$ cat config.mk
export PLATFORM = sky130hd
export DESIGN_NAME = mss_top
export DESIGN_NICKNAME = d
export VERILOG_FILES = /design/src/mss_time_base.v /design/src/mss_top.v
export VERILOG_INCLUDE_DIRS = /design/src
export SDC_FILE = /design/constraint.sdc
export NUM_CORES = 2
export LEC_CHECK = 0
export ABC_AREA = 0
export ABC_CLOCK_PERIOD_IN_PS = 5900
export BUFFER_PORTS_ARGS = -buffer_cell sky130_fd_sc_hd__buf_2
export CAP_MARGIN = 20
export CORE_ASPECT_RATIO = 0.75
export CORE_MARGIN = 2
export CORE_UTILIZATION = 63
export DETAILED_ROUTE_END_ITERATION = 7
export PLACE_DENSITY = 0.81
export SYNTH_ARGS = -nofsm -noshare
export SYNTH_HDL_FRONTEND = slang
export SYNTH_HIERARCHICAL = 1
export SYNTH_SLANG_ARGS = --single-unit
$ cat constraint.sdc
create_clock -name clk_sys_i -period 5.9 [get_ports clk_sys_i]
set_clock_uncertainty 0.1 [all_clocks]
set_input_delay 1.18 -clock clk_sys_i [delete_from_list [all_inputs] [get_ports clk_sys_i]]
set_output_delay 1.18 -clock clk_sys_i [all_outputs]
set_load 0.01 [all_outputs]
$ cat src/mss_defs.vh
// Purpose: Shared constants of the multi-step speed sequencer.
// Assumes: Byte addresses on a 32-bit classic Wishbone slave.
// Notes: Times are in milliseconds and the clock rate in kHz, so products stay below 2**31.
`ifndef MSS_DEFS_VH
`define MSS_DEFS_VH

`define MSS_ADR_CTRL 8'h00
`define MSS_ADR_STAT 8'h04
`define MSS_ADR_SPEED 8'h40
`define MSS_ADR_TIME 8'h80
`define MSS_ADR_BANK_MSB 7
`define MSS_ADR_BANK_LSB 6

`define MSS_CTRL_MODE_LSB 0
`define MSS_CTRL_MODE_MSB 1
`define MSS_CTRL_RETAIN 2
`define MSS_CTRL_UNIT 3
`define MSS_CTRL_PROG_EN 4
`define MSS_CTRL_AUX_SEL 5
`define MSS_CTRL_RESET 6'h00

`define MSS_MODE_ONCE_STOP 2'h0
`define MSS_MODE_ONCE_HOLD 2'h1
`define MSS_MODE_CYCLIC 2'h2

`define MSS_SPEED_MAX 16'sh0BB8
`define MSS_SPEED_MIN (-16'sh0BB8)
`define MSS_SPEED_RESET 16'h0000
`define MSS_TIME_RESET 16'h0000

`define MSS_CLK_KHZ 125000
`define MSS_TENTH_SEC_MS 100
`define MSS_TENTH_MIN_MS 6000
`define MSS_TENTH_SEC_CYC (`MSS_TENTH_SEC_MS * `MSS_CLK_KHZ)
`define MSS_TENTH_MIN_CYC (`MSS_TENTH_MIN_MS * `MSS_CLK_KHZ)

`endif

$ cat src/mss_time_base.v
// Purpose: Divider giving one-cycle ticks of 0.1 s or 0.1 min.
// Assumes: clk_sys_i at 125 MHz.
// Notes: Clearing restarts the tick period so every step gets its full first tenth.
`timescale 1ns/10ps
`default_nettype none
`include "mss_defs.vh"
module mss_time_base #(
  parameter [29:0] TENTH_SEC_CYC = `MSS_TENTH_SEC_CYC,
  parameter [29:0] TENTH_MIN_CYC = `MSS_TENTH_MIN_CYC
) (
  input wire clk_sys_i,
  input wire rst_b_i,
  input wire run_i,
  input wire clear_i,
  input wire unit_min_i,
  output reg tick_o
);
  reg [29:0] cnt_q;
  wire [29:0] last_w = (unit_min_i ? TENTH_MIN_CYC : TENTH_SEC_CYC) - 30'h00000001;

  always @(posedge clk_sys_i or negedge rst_b_i)
  begin
    if (!rst_b_i)
    begin
      cnt_q <= 30'h00000000;
      tick_o <= 1'b0;
    end
    else if (clear_i || !run_i)
    begin
      cnt_q <= 30'h00000000;
      tick_o <= 1'b0;
    end
    else if (cnt_q >= last_w)
    begin
      cnt_q <= 30'h00000000;
      tick_o <= 1'b1;
    end
    else
    begin
      cnt_q <= cnt_q + 30'h00000001;
      tick_o <= 1'b0;
    end
  end
endmodule
`default_nettype wire

$ cat src/mss_top.v
// Purpose: Multi-step speed sequencer producing the drive frequency reference.
// Assumes: Synchronous inputs; classic Wishbone register access; speeds in 0.1 % of max frequency.
// Notes: Speeds and references are signed 16-bit values; the rules carried out here follow.
// Operation
// Single-run mode stops after one full cycle.
// Single-run-hold mode keeps final step output.
// Cyclic mode repeats cycles until stop command.
// Retention setting saves stage and frequency across power loss.
// Step speeds are signed, -300.0 to 300.0 percent.
// Step time 0.0 to 6553.5, seconds or minutes.
// Negative step speed runs the motor reverse.
// Program takes each step's stored speed and time.
// Four terminals binary-select one of sixteen speeds.
// All terminals off uses main or auxiliary source.
// Active terminals override all other frequency references.
// Run channel, not selection, starts and stops.
// Step advances when its running time elapses.
// Terminals sampled on clock, selection follows changes.
//
// Design decisions made here: the placing of the registers and register access over Wishbone.
`timescale 1ns/10ps
`default_nettype none
`include "mss_defs.vh"
module mss_top #(
  parameter STEPS = 16,
  parameter [29:0] TENTH_SEC_CYC = `MSS_TENTH_SEC_CYC,
  parameter [29:0] TENTH_MIN_CYC = `MSS_TENTH_MIN_CYC
) (
  input wire clk_sys_i,
  input wire rst_b_i,
  input wire wb_cyc_i,
  input wire wb_stb_i,
  input wire wb_we_i,
  input wire [7:0] wb_adr_i,
  input wire [3:0] wb_sel_i,
  input wire [31:0] wb_dat_i,
  output reg [31:0] wb_dat_o,
  output reg wb_ack_o,
  input wire [3:0] ms_term_i,
  input wire run_cmd_i,
  input wire stop_cmd_i,
  input wire power_loss_i,
  input wire [15:0] main_ref_i,
  input wire [15:0] aux_ref_i,
  output reg [15:0] freq_ref_o,
  output reg reverse_o,
  output reg running_o,
  output reg multi_step_o,
  output reg [3:0] step_o
);
  localparam [3:0] ST_IDLE = 4'h1;
  localparam [3:0] ST_RUN = 4'h2;
  localparam [3:0] ST_HOLD = 4'h4;
  localparam [3:0] ST_DOWN = 4'h8;
  localparam integer LAST_INT = STEPS - 1;
  localparam [3:0] LAST_STEP = LAST_INT[3:0];

  reg [5:0] ctrl_q;
  reg [15:0] speed_q [0:STEPS-1];
  reg [15:0] time_q [0:STEPS-1];
  reg [3:0] state_q;
  reg [3:0] pre_state_q;
  reg [3:0] step_q;
  reg [15:0] elapsed_q;
  reg run_q;
  reg [15:0] saved_freq_q;
  reg [3:0] term_q;
  reg [3:0] sel_q;
  reg pwr_q;
  integer i;

  wire [1:0] prog_mode_w = ctrl_q[`MSS_CTRL_MODE_MSB:`MSS_CTRL_MODE_LSB];
  wire retain_w = ctrl_q[`MSS_CTRL_RETAIN];
  wire unit_min_w = ctrl_q[`MSS_CTRL_UNIT];
  wire prog_en_w = ctrl_q[`MSS_CTRL_PROG_EN];
  wire aux_sel_w = ctrl_q[`MSS_CTRL_AUX_SEL];

  wire wb_req_w = wb_cyc_i && wb_stb_i && !wb_ack_o;
  wire wb_wr_w = wb_req_w && wb_we_i;
  wire [1:0] bank_w = wb_adr_i[`MSS_ADR_BANK_MSB:`MSS_ADR_BANK_LSB];
  wire [3:0] idx_w = wb_adr_i[5:2];
  wire [15:0] wr_half_w = {wb_sel_i[1] ? wb_dat_i[15:8] : 8'h00, wb_sel_i[0] ? wb_dat_i[7:0] : 8'h00};
  wire speed_wr_w = wb_wr_w && bank_w == 2'h1 && wb_sel_i[1:0] == 2'h3;
  wire time_wr_w = wb_wr_w && bank_w == 2'h2 && wb_sel_i[1:0] == 2'h3;

  // Out-of-range speeds are clamped on write rather than refused, so a stored value is always legal.
  wire signed [15:0] wr_speed_w = wr_half_w;
  wire [15:0] clamp_w = (wr_speed_w > `MSS_SPEED_MAX) ? `MSS_SPEED_MAX :
                        (wr_speed_w < `MSS_SPEED_MIN) ? `MSS_SPEED_MIN : wr_half_w;

  wire tick_w;
  wire step_done_w = (elapsed_q >= time_q[step_q]);
  wire timing_w = (state_q == ST_RUN) && !step_done_w;
  wire restart_w;

  mss_time_base #(
    .TENTH_SEC_CYC(TENTH_SEC_CYC),
    .TENTH_MIN_CYC(TENTH_MIN_CYC)
  ) u_time_base (
    .clk_sys_i(clk_sys_i),
    .rst_b_i(rst_b_i),
    .run_i(timing_w),
    .clear_i(restart_w),
    .unit_min_i(unit_min_w),
    .tick_o(tick_w)
  );

  assign restart_w = (state_q == ST_RUN) && step_done_w;

  always @(posedge clk_sys_i or negedge rst_b_i)
  begin
    if (!rst_b_i)
    begin
      wb_ack_o <= 1'b0;
      wb_dat_o <= 32'h00000000;
      ctrl_q <= `MSS_CTRL_RESET;
      for (i = 0; i < STEPS; i = i + 1)
      begin
        speed_q[i] <= `MSS_SPEED_RESET;
        time_q[i] <= `MSS_TIME_RESET;
      end
    end
    else
    begin
      wb_ack_o <= wb_req_w;
      if (wb_wr_w && wb_adr_i == `MSS_ADR_CTRL && wb_sel_i[0])
        ctrl_q <= wb_dat_i[5:0];
      if (speed_wr_w)
        speed_q[idx_w] <= clamp_w;
      if (time_wr_w)
        time_q[idx_w] <= wr_half_w;
      wb_dat_o <= 32'h00000000;
      if (wb_req_w && !wb_we_i)
      begin
        if (wb_adr_i == `MSS_ADR_CTRL)
          wb_dat_o <= {26'h0000000, ctrl_q};
        else if (wb_adr_i == `MSS_ADR_STAT)
          wb_dat_o <= {16'h0000, saved_freq_q[7:0], state_q, step_q} ^ 32'h00000000;
        else if (bank_w == 2'h1)
          wb_dat_o <= {16'h0000, speed_q[idx_w]};
        else if (bank_w == 2'h2)
          wb_dat_o <= {16'h0000, time_q[idx_w]};
      end
    end
  end

  // Terminal code is taken once per clock; the stored selection follows any change.
  always @(posedge clk_sys_i or negedge rst_b_i)
  begin
    if (!rst_b_i)
    begin
      term_q <= 4'h0;
      sel_q <= 4'h0;
    end
    else
    begin
      term_q <= ms_term_i;
      if (term_q != sel_q)
        sel_q <= term_q;
    end
  end

  // The run command channel alone starts the drive; a stop command, the end of a single-run program or power loss stops it.
  always @(posedge clk_sys_i or negedge rst_b_i)
  begin
    if (!rst_b_i)
    begin
      state_q <= ST_IDLE;
      pre_state_q <= ST_IDLE;
      step_q <= 4'h0;
      elapsed_q <= 16'h0000;
      run_q <= 1'b0;
      saved_freq_q <= 16'h0000;
      pwr_q <= 1'b0;
    end
    else
    begin
      pwr_q <= power_loss_i;
      case (state_q)
        ST_IDLE:
        begin
          if (power_loss_i)
          begin
            pre_state_q <= ST_IDLE;
            state_q <= ST_DOWN;
          end
          else if (run_cmd_i && !stop_cmd_i)
          begin
            run_q <= 1'b1;
            step_q <= 4'h0;
            elapsed_q <= 16'h0000;
            if (prog_en_w)
              state_q <= ST_RUN;
          end
          else if (stop_cmd_i)
            run_q <= 1'b0;
          else if (run_q && prog_en_w)
          begin
            step_q <= 4'h0;
            elapsed_q <= 16'h0000;
            state_q <= ST_RUN;
          end
        end
        ST_RUN:
        begin
          if (power_loss_i)
          begin
            pre_state_q <= ST_RUN;
            saved_freq_q <= speed_q[step_q];
            state_q <= ST_DOWN;
          end
          else if (stop_cmd_i || !prog_en_w)
          begin
            run_q <= !stop_cmd_i && run_q;
            state_q <= ST_IDLE;
          end
          else if (step_done_w)
          begin
            elapsed_q <= 16'h0000;
            if (step_q != LAST_STEP)
              step_q <= step_q + 4'h1;
            else if (prog_mode_w == `MSS_MODE_CYCLIC)
              step_q <= 4'h0;
            else if (prog_mode_w == `MSS_MODE_ONCE_HOLD)
              state_q <= ST_HOLD;
            else
            begin
              run_q <= 1'b0;
              state_q <= ST_IDLE;
            end
          end
          else if (tick_w)
            elapsed_q <= elapsed_q + 16'h0001;
        end
        ST_HOLD:
        begin
          if (power_loss_i)
          begin
            pre_state_q <= ST_HOLD;
            saved_freq_q <= speed_q[step_q];
            state_q <= ST_DOWN;
          end
          else if (stop_cmd_i || !prog_en_w)
          begin
            run_q <= !stop_cmd_i && run_q;
            state_q <= ST_IDLE;
          end
        end
        ST_DOWN:
        begin
          if (!power_loss_i && pwr_q)
          begin
            if (retain_w && pre_state_q != ST_IDLE)
              state_q <= pre_state_q;
            else
            begin
              state_q <= ST_IDLE;
              run_q <= 1'b0;
              step_q <= 4'h0;
              elapsed_q <= 16'h0000;
              saved_freq_q <= 16'h0000;
            end
          end
        end
        default:
          state_q <= ST_IDLE;
      endcase
    end
  end

  // Terminal selection outranks the program, which outranks the main or auxiliary source.
  reg [15:0] ref_d;
  always @*
  begin
    if (sel_q != 4'h0)
      ref_d = speed_q[sel_q];
    else if (state_q == ST_RUN || state_q == ST_HOLD)
      ref_d = speed_q[step_q];
    else
      ref_d = aux_sel_w ? aux_ref_i : main_ref_i;
  end

  always @(posedge clk_sys_i or negedge rst_b_i)
  begin
    if (!rst_b_i)
    begin
      freq_ref_o <= 16'h0000;
      reverse_o <= 1'b0;
      running_o <= 1'b0;
      multi_step_o <= 1'b0;
      step_o <= 4'h0;
    end
    else
    begin
      freq_ref_o <= (run_q && state_q != ST_DOWN) ? ref_d : 16'h0000;
      reverse_o <= run_q && state_q != ST_DOWN && ref_d[15];
      running_o <= run_q && state_q != ST_DOWN;
      multi_step_o <= sel_q != 4'h0;
      step_o <= step_q;
    end
  end
endmodule
`default_nettype wire

==> reports/metrics.cfg <==
[status]
status = finished, final reports clean

[setup_path]
slowest_stage = dfrtp_4
cp_cell_sequence = nand2_1, o21ai_0, a21oi_1, a22oi_1, nand2_1, ha_1, nand2b_1, a2111oi_0, or3_4, and3_4, nand2_4, inv_4, or2b_2, nor3_1
cp-startpoint = step_q[1]$_DFFE_PN0P_
crit_top_cell = nand2_1
start_kind = flop
path_max_fanout = 34
r2r-start = step_q[1]$_DFFE_PN0P_
crit_required_ns = 6.34
worstSetupPathType = reg2reg
crit_path_max_incr_delay_ns = 0.83
cp.arrival_ns = 5.85
end_kind = flop

[yosys]
yosysSeqAreaShare = 0.447
synth_top_area_frac = 0.446
synthesis.area_sq_mm = 0.0354
synth_common_cells = nand2_1 (681), dfrtp_1 (631), o21ai_0 (509)
yosysWarnings = 6
synth.distinct_cells = 96
synth_most_common_cell = nand2_1
yosys.area.top_type = dfrtp_1
synth_edf_count = 0
netlist_instances = 3323
syn_area_per_cell_sq_um = 10.7
synth.area.top_cells = dfrtp_1 (45%), mux4_2 (18%), nand2_1 (7.2%)
synth-seq-cells = 633
async_reset_ff_frac = 1.00
ys.flop_type = dfrtp_1

[placement]
hpwl_um = 72100
routabilityCongestion = 0.987
io_buffers = 109
place_inst = 3960
placed_area_sq_mm = 0.0364
post-place-ws_ns = 0.804

[sta]
timing.fmax_ghz = 0.185
relSlewSlack = 0.253
hold_viol_final = 0
timing.final.crit_share = 0.916
layout_setup_ws_ns = 0.494
tightest_slew_ns = 1.12
hold_ws_ns = 0.245
period_minus_slack_ns = 5.41
setup_viol_count_final = 0
finalMaxSlewViolations = 0
totalNegativeSetupSlack_ns = 0
rsz0062_at_grt = false

[finish]
fin_area_sq_mm = 0.0384
drive_above_1_share = 0.202
final_cells = 4076
finalNetCount = 3415
area_growth_pct = 8.39

[clocking]
cts_made_buffers = 61
clock_latency_ns = 0.66
cts-resized-gates = 0
clk_pin_slew_worst_paths_ns = 0.06
clock_path_buffers = 3
htree_levels = 2
cts_tree = built
clock-sinks = 633
root_buffer = clkbuf_16
postCtsSetupBuffers = 0
hold_buffers = 0

[route]
routed_wl_um = 113000
postRouteAntennaNets = 0
vias_per_cell = 7.32
wl_per_cell_um = 27.7
drtIter0Drc = 4597
drc_errors = 0
first_pass_iters = 8
vias = 29816

[floorplan]
rows = 75
core_area_sq_mm = 0.0557
initial_core_util = 0.635
die_w_um = 278
pin_count = 144
chipHeight_um = 209
die_area_sq_mm = 0.0581

[grt]
grt_max_degree = 151
grt_pass1_vias = 29223
grt_pass1_wl_um = 172000
grtUsageTotal = 0.391
grt.overflow.total = 0
antenna_found_initial = 5

[run]
maxCapViolations = 0

[pwr]
p_leak_nw = 15.7
peakVddDrop_mv = 0.287
power_density_mw_per_mm2 = 272

[worst_hold_path]
min-delay-start = term_q[0]$_DFF_PN0_
hp-class = reg2reg

-- kinds of logic after synthesis --
kind of cell,after synthesis,share of synthesized area
compound gates,869,0.143
xor+xnor,29,0.00717
fa+ha+maj,32,0.0113
buf+inv,329,0.0417
flops,633,0.447
mux,441,0.226
other cells,1,0.000106
simple gates,989,0.123
-- metrics by stage --
| step | power, mW | utilization |
|---|---|---|
| finish | 10.4 | 0.689 |
| CTS | 10.3 | 0.688 |
| global placement | 6.38 | 0.652 |
| floorplan | 5.75 | - |
| global route | 10.7 | 0.689 |
| detailed placement | 6.45 | 0.653 |
-- layer usage --
| metal | track usage | share of wire | vias up |
|---|---|---|---|
| li1 | - | - | 12164 |
| met1 | 0.525 | 0.35 | 14583 |
| met2 | 0.545 | 0.42 | 2520 |
| met3 | 0.183 | 0.18 | 537 |
| met4 | 0.178 | 0.051 | 12 |
| met5 | 0.0132 | 0.0014 | - |
-- power breakdown --
part / total, mW / internal, mW / switching (mW) / leakage [nW]
Combinational: 1.83 / 0.627 / 1.20 / 5.94
Sequential: 4.65 / 4.45 / 0.202 / 8.79
Clock: 3.95 / 2.19 / 1.76 / 0.969
-- worst max-delay path: cells and delay by family, from the launching register on --
| kind | cells | cell delay, ns |
|---|---|---|
| AOI/OAI and AO/OA | 4 | 1.41 |
| and+or+nand+nor | 8 | 2.44 |
| adders and majority gates | 1 | 0.29 |
| DFF | 1 | 0.83 |
| buffers and inverters | 1 | 0.20 |
-- registers in the layout, indices dropped and copies added, names as in the netlist, 3 cells and up --
register and cells:
step_q 4, step_o 4, elapsed_q 16, term_q 4, state_q 4, saved_freq_q 8
sel_q 4, freq_ref_o 16, time_q 256, ctrl_q 6, u_time_base/cnt_q 30, speed_q 256
pre_state_q 3, wb_dat_o 16
-- cell type report --
type	instances	area (sq um)
Multi-Input combinational cell	2376	18200
Fill cell	3901	17400
Sequential cell	633	15900
Clock buffer	89	1750
Timing Repair Buffer	197	1390
Tap cell	731	915
Clock inverter	23	216
Inverter	26	100
Antenna cell	1	2.50
-- final timing paths --
path / endpoint / slack (ns) / cells past startpoint
max in group asynchronous: wb_dat_o[12]$_DFF_PN0_ / 3.80 / 2
setup reg to reg: u_time_base/cnt_q[13]$_DFF_PN0_ / 0.49 / 14
hold / removal: sel_q[0]$_DFFE_PN0P_ / 0.24 / 0
setup / recovery: u_time_base/cnt_q[13]$_DFF_PN0_ / 0.49 / 14
hold reg to reg: sel_q[0]$_DFFE_PN0P_ / 0.24 / 0
min in group asynchronous: speed_q[11]$_DFFE_PN0P_ / 0.54 / 1
-- cells in the final DEF, fill, tap and decap left out, drive strengths merged, types with 9 or more instances in the layout --
| master | count |
|---|---|
| mux2 | 37 |
| buf | 197 |
| inv | 30 |
| nand2 | 684 |
| a221o | 10 |
| ha | 32 |
| conb | 16 |
| nand4 | 17 |
| o311ai | 10 |
| a22oi | 19 |
| a221oi | 45 |
| o22ai | 21 |
| o221ai | 14 |
| nor4 | 16 |
| mux2i | 120 |
| o21ai | 589 |
| nor3 | 51 |
| nand3 | 45 |
| nor2 | 83 |
| nand2b | 21 |
| a211oi | 9 |
| a21oi | 79 |
| o211ai | 12 |
| clkinv | 13 |
| mux4 | 284 |
| nor2b | 9 |
| clkbuf | 89 |
| dfrtp | 631 |
| xnor2 | 23 |
| and2 | 10 |
No activity file was read; power rests on OpenSTA's default activity.
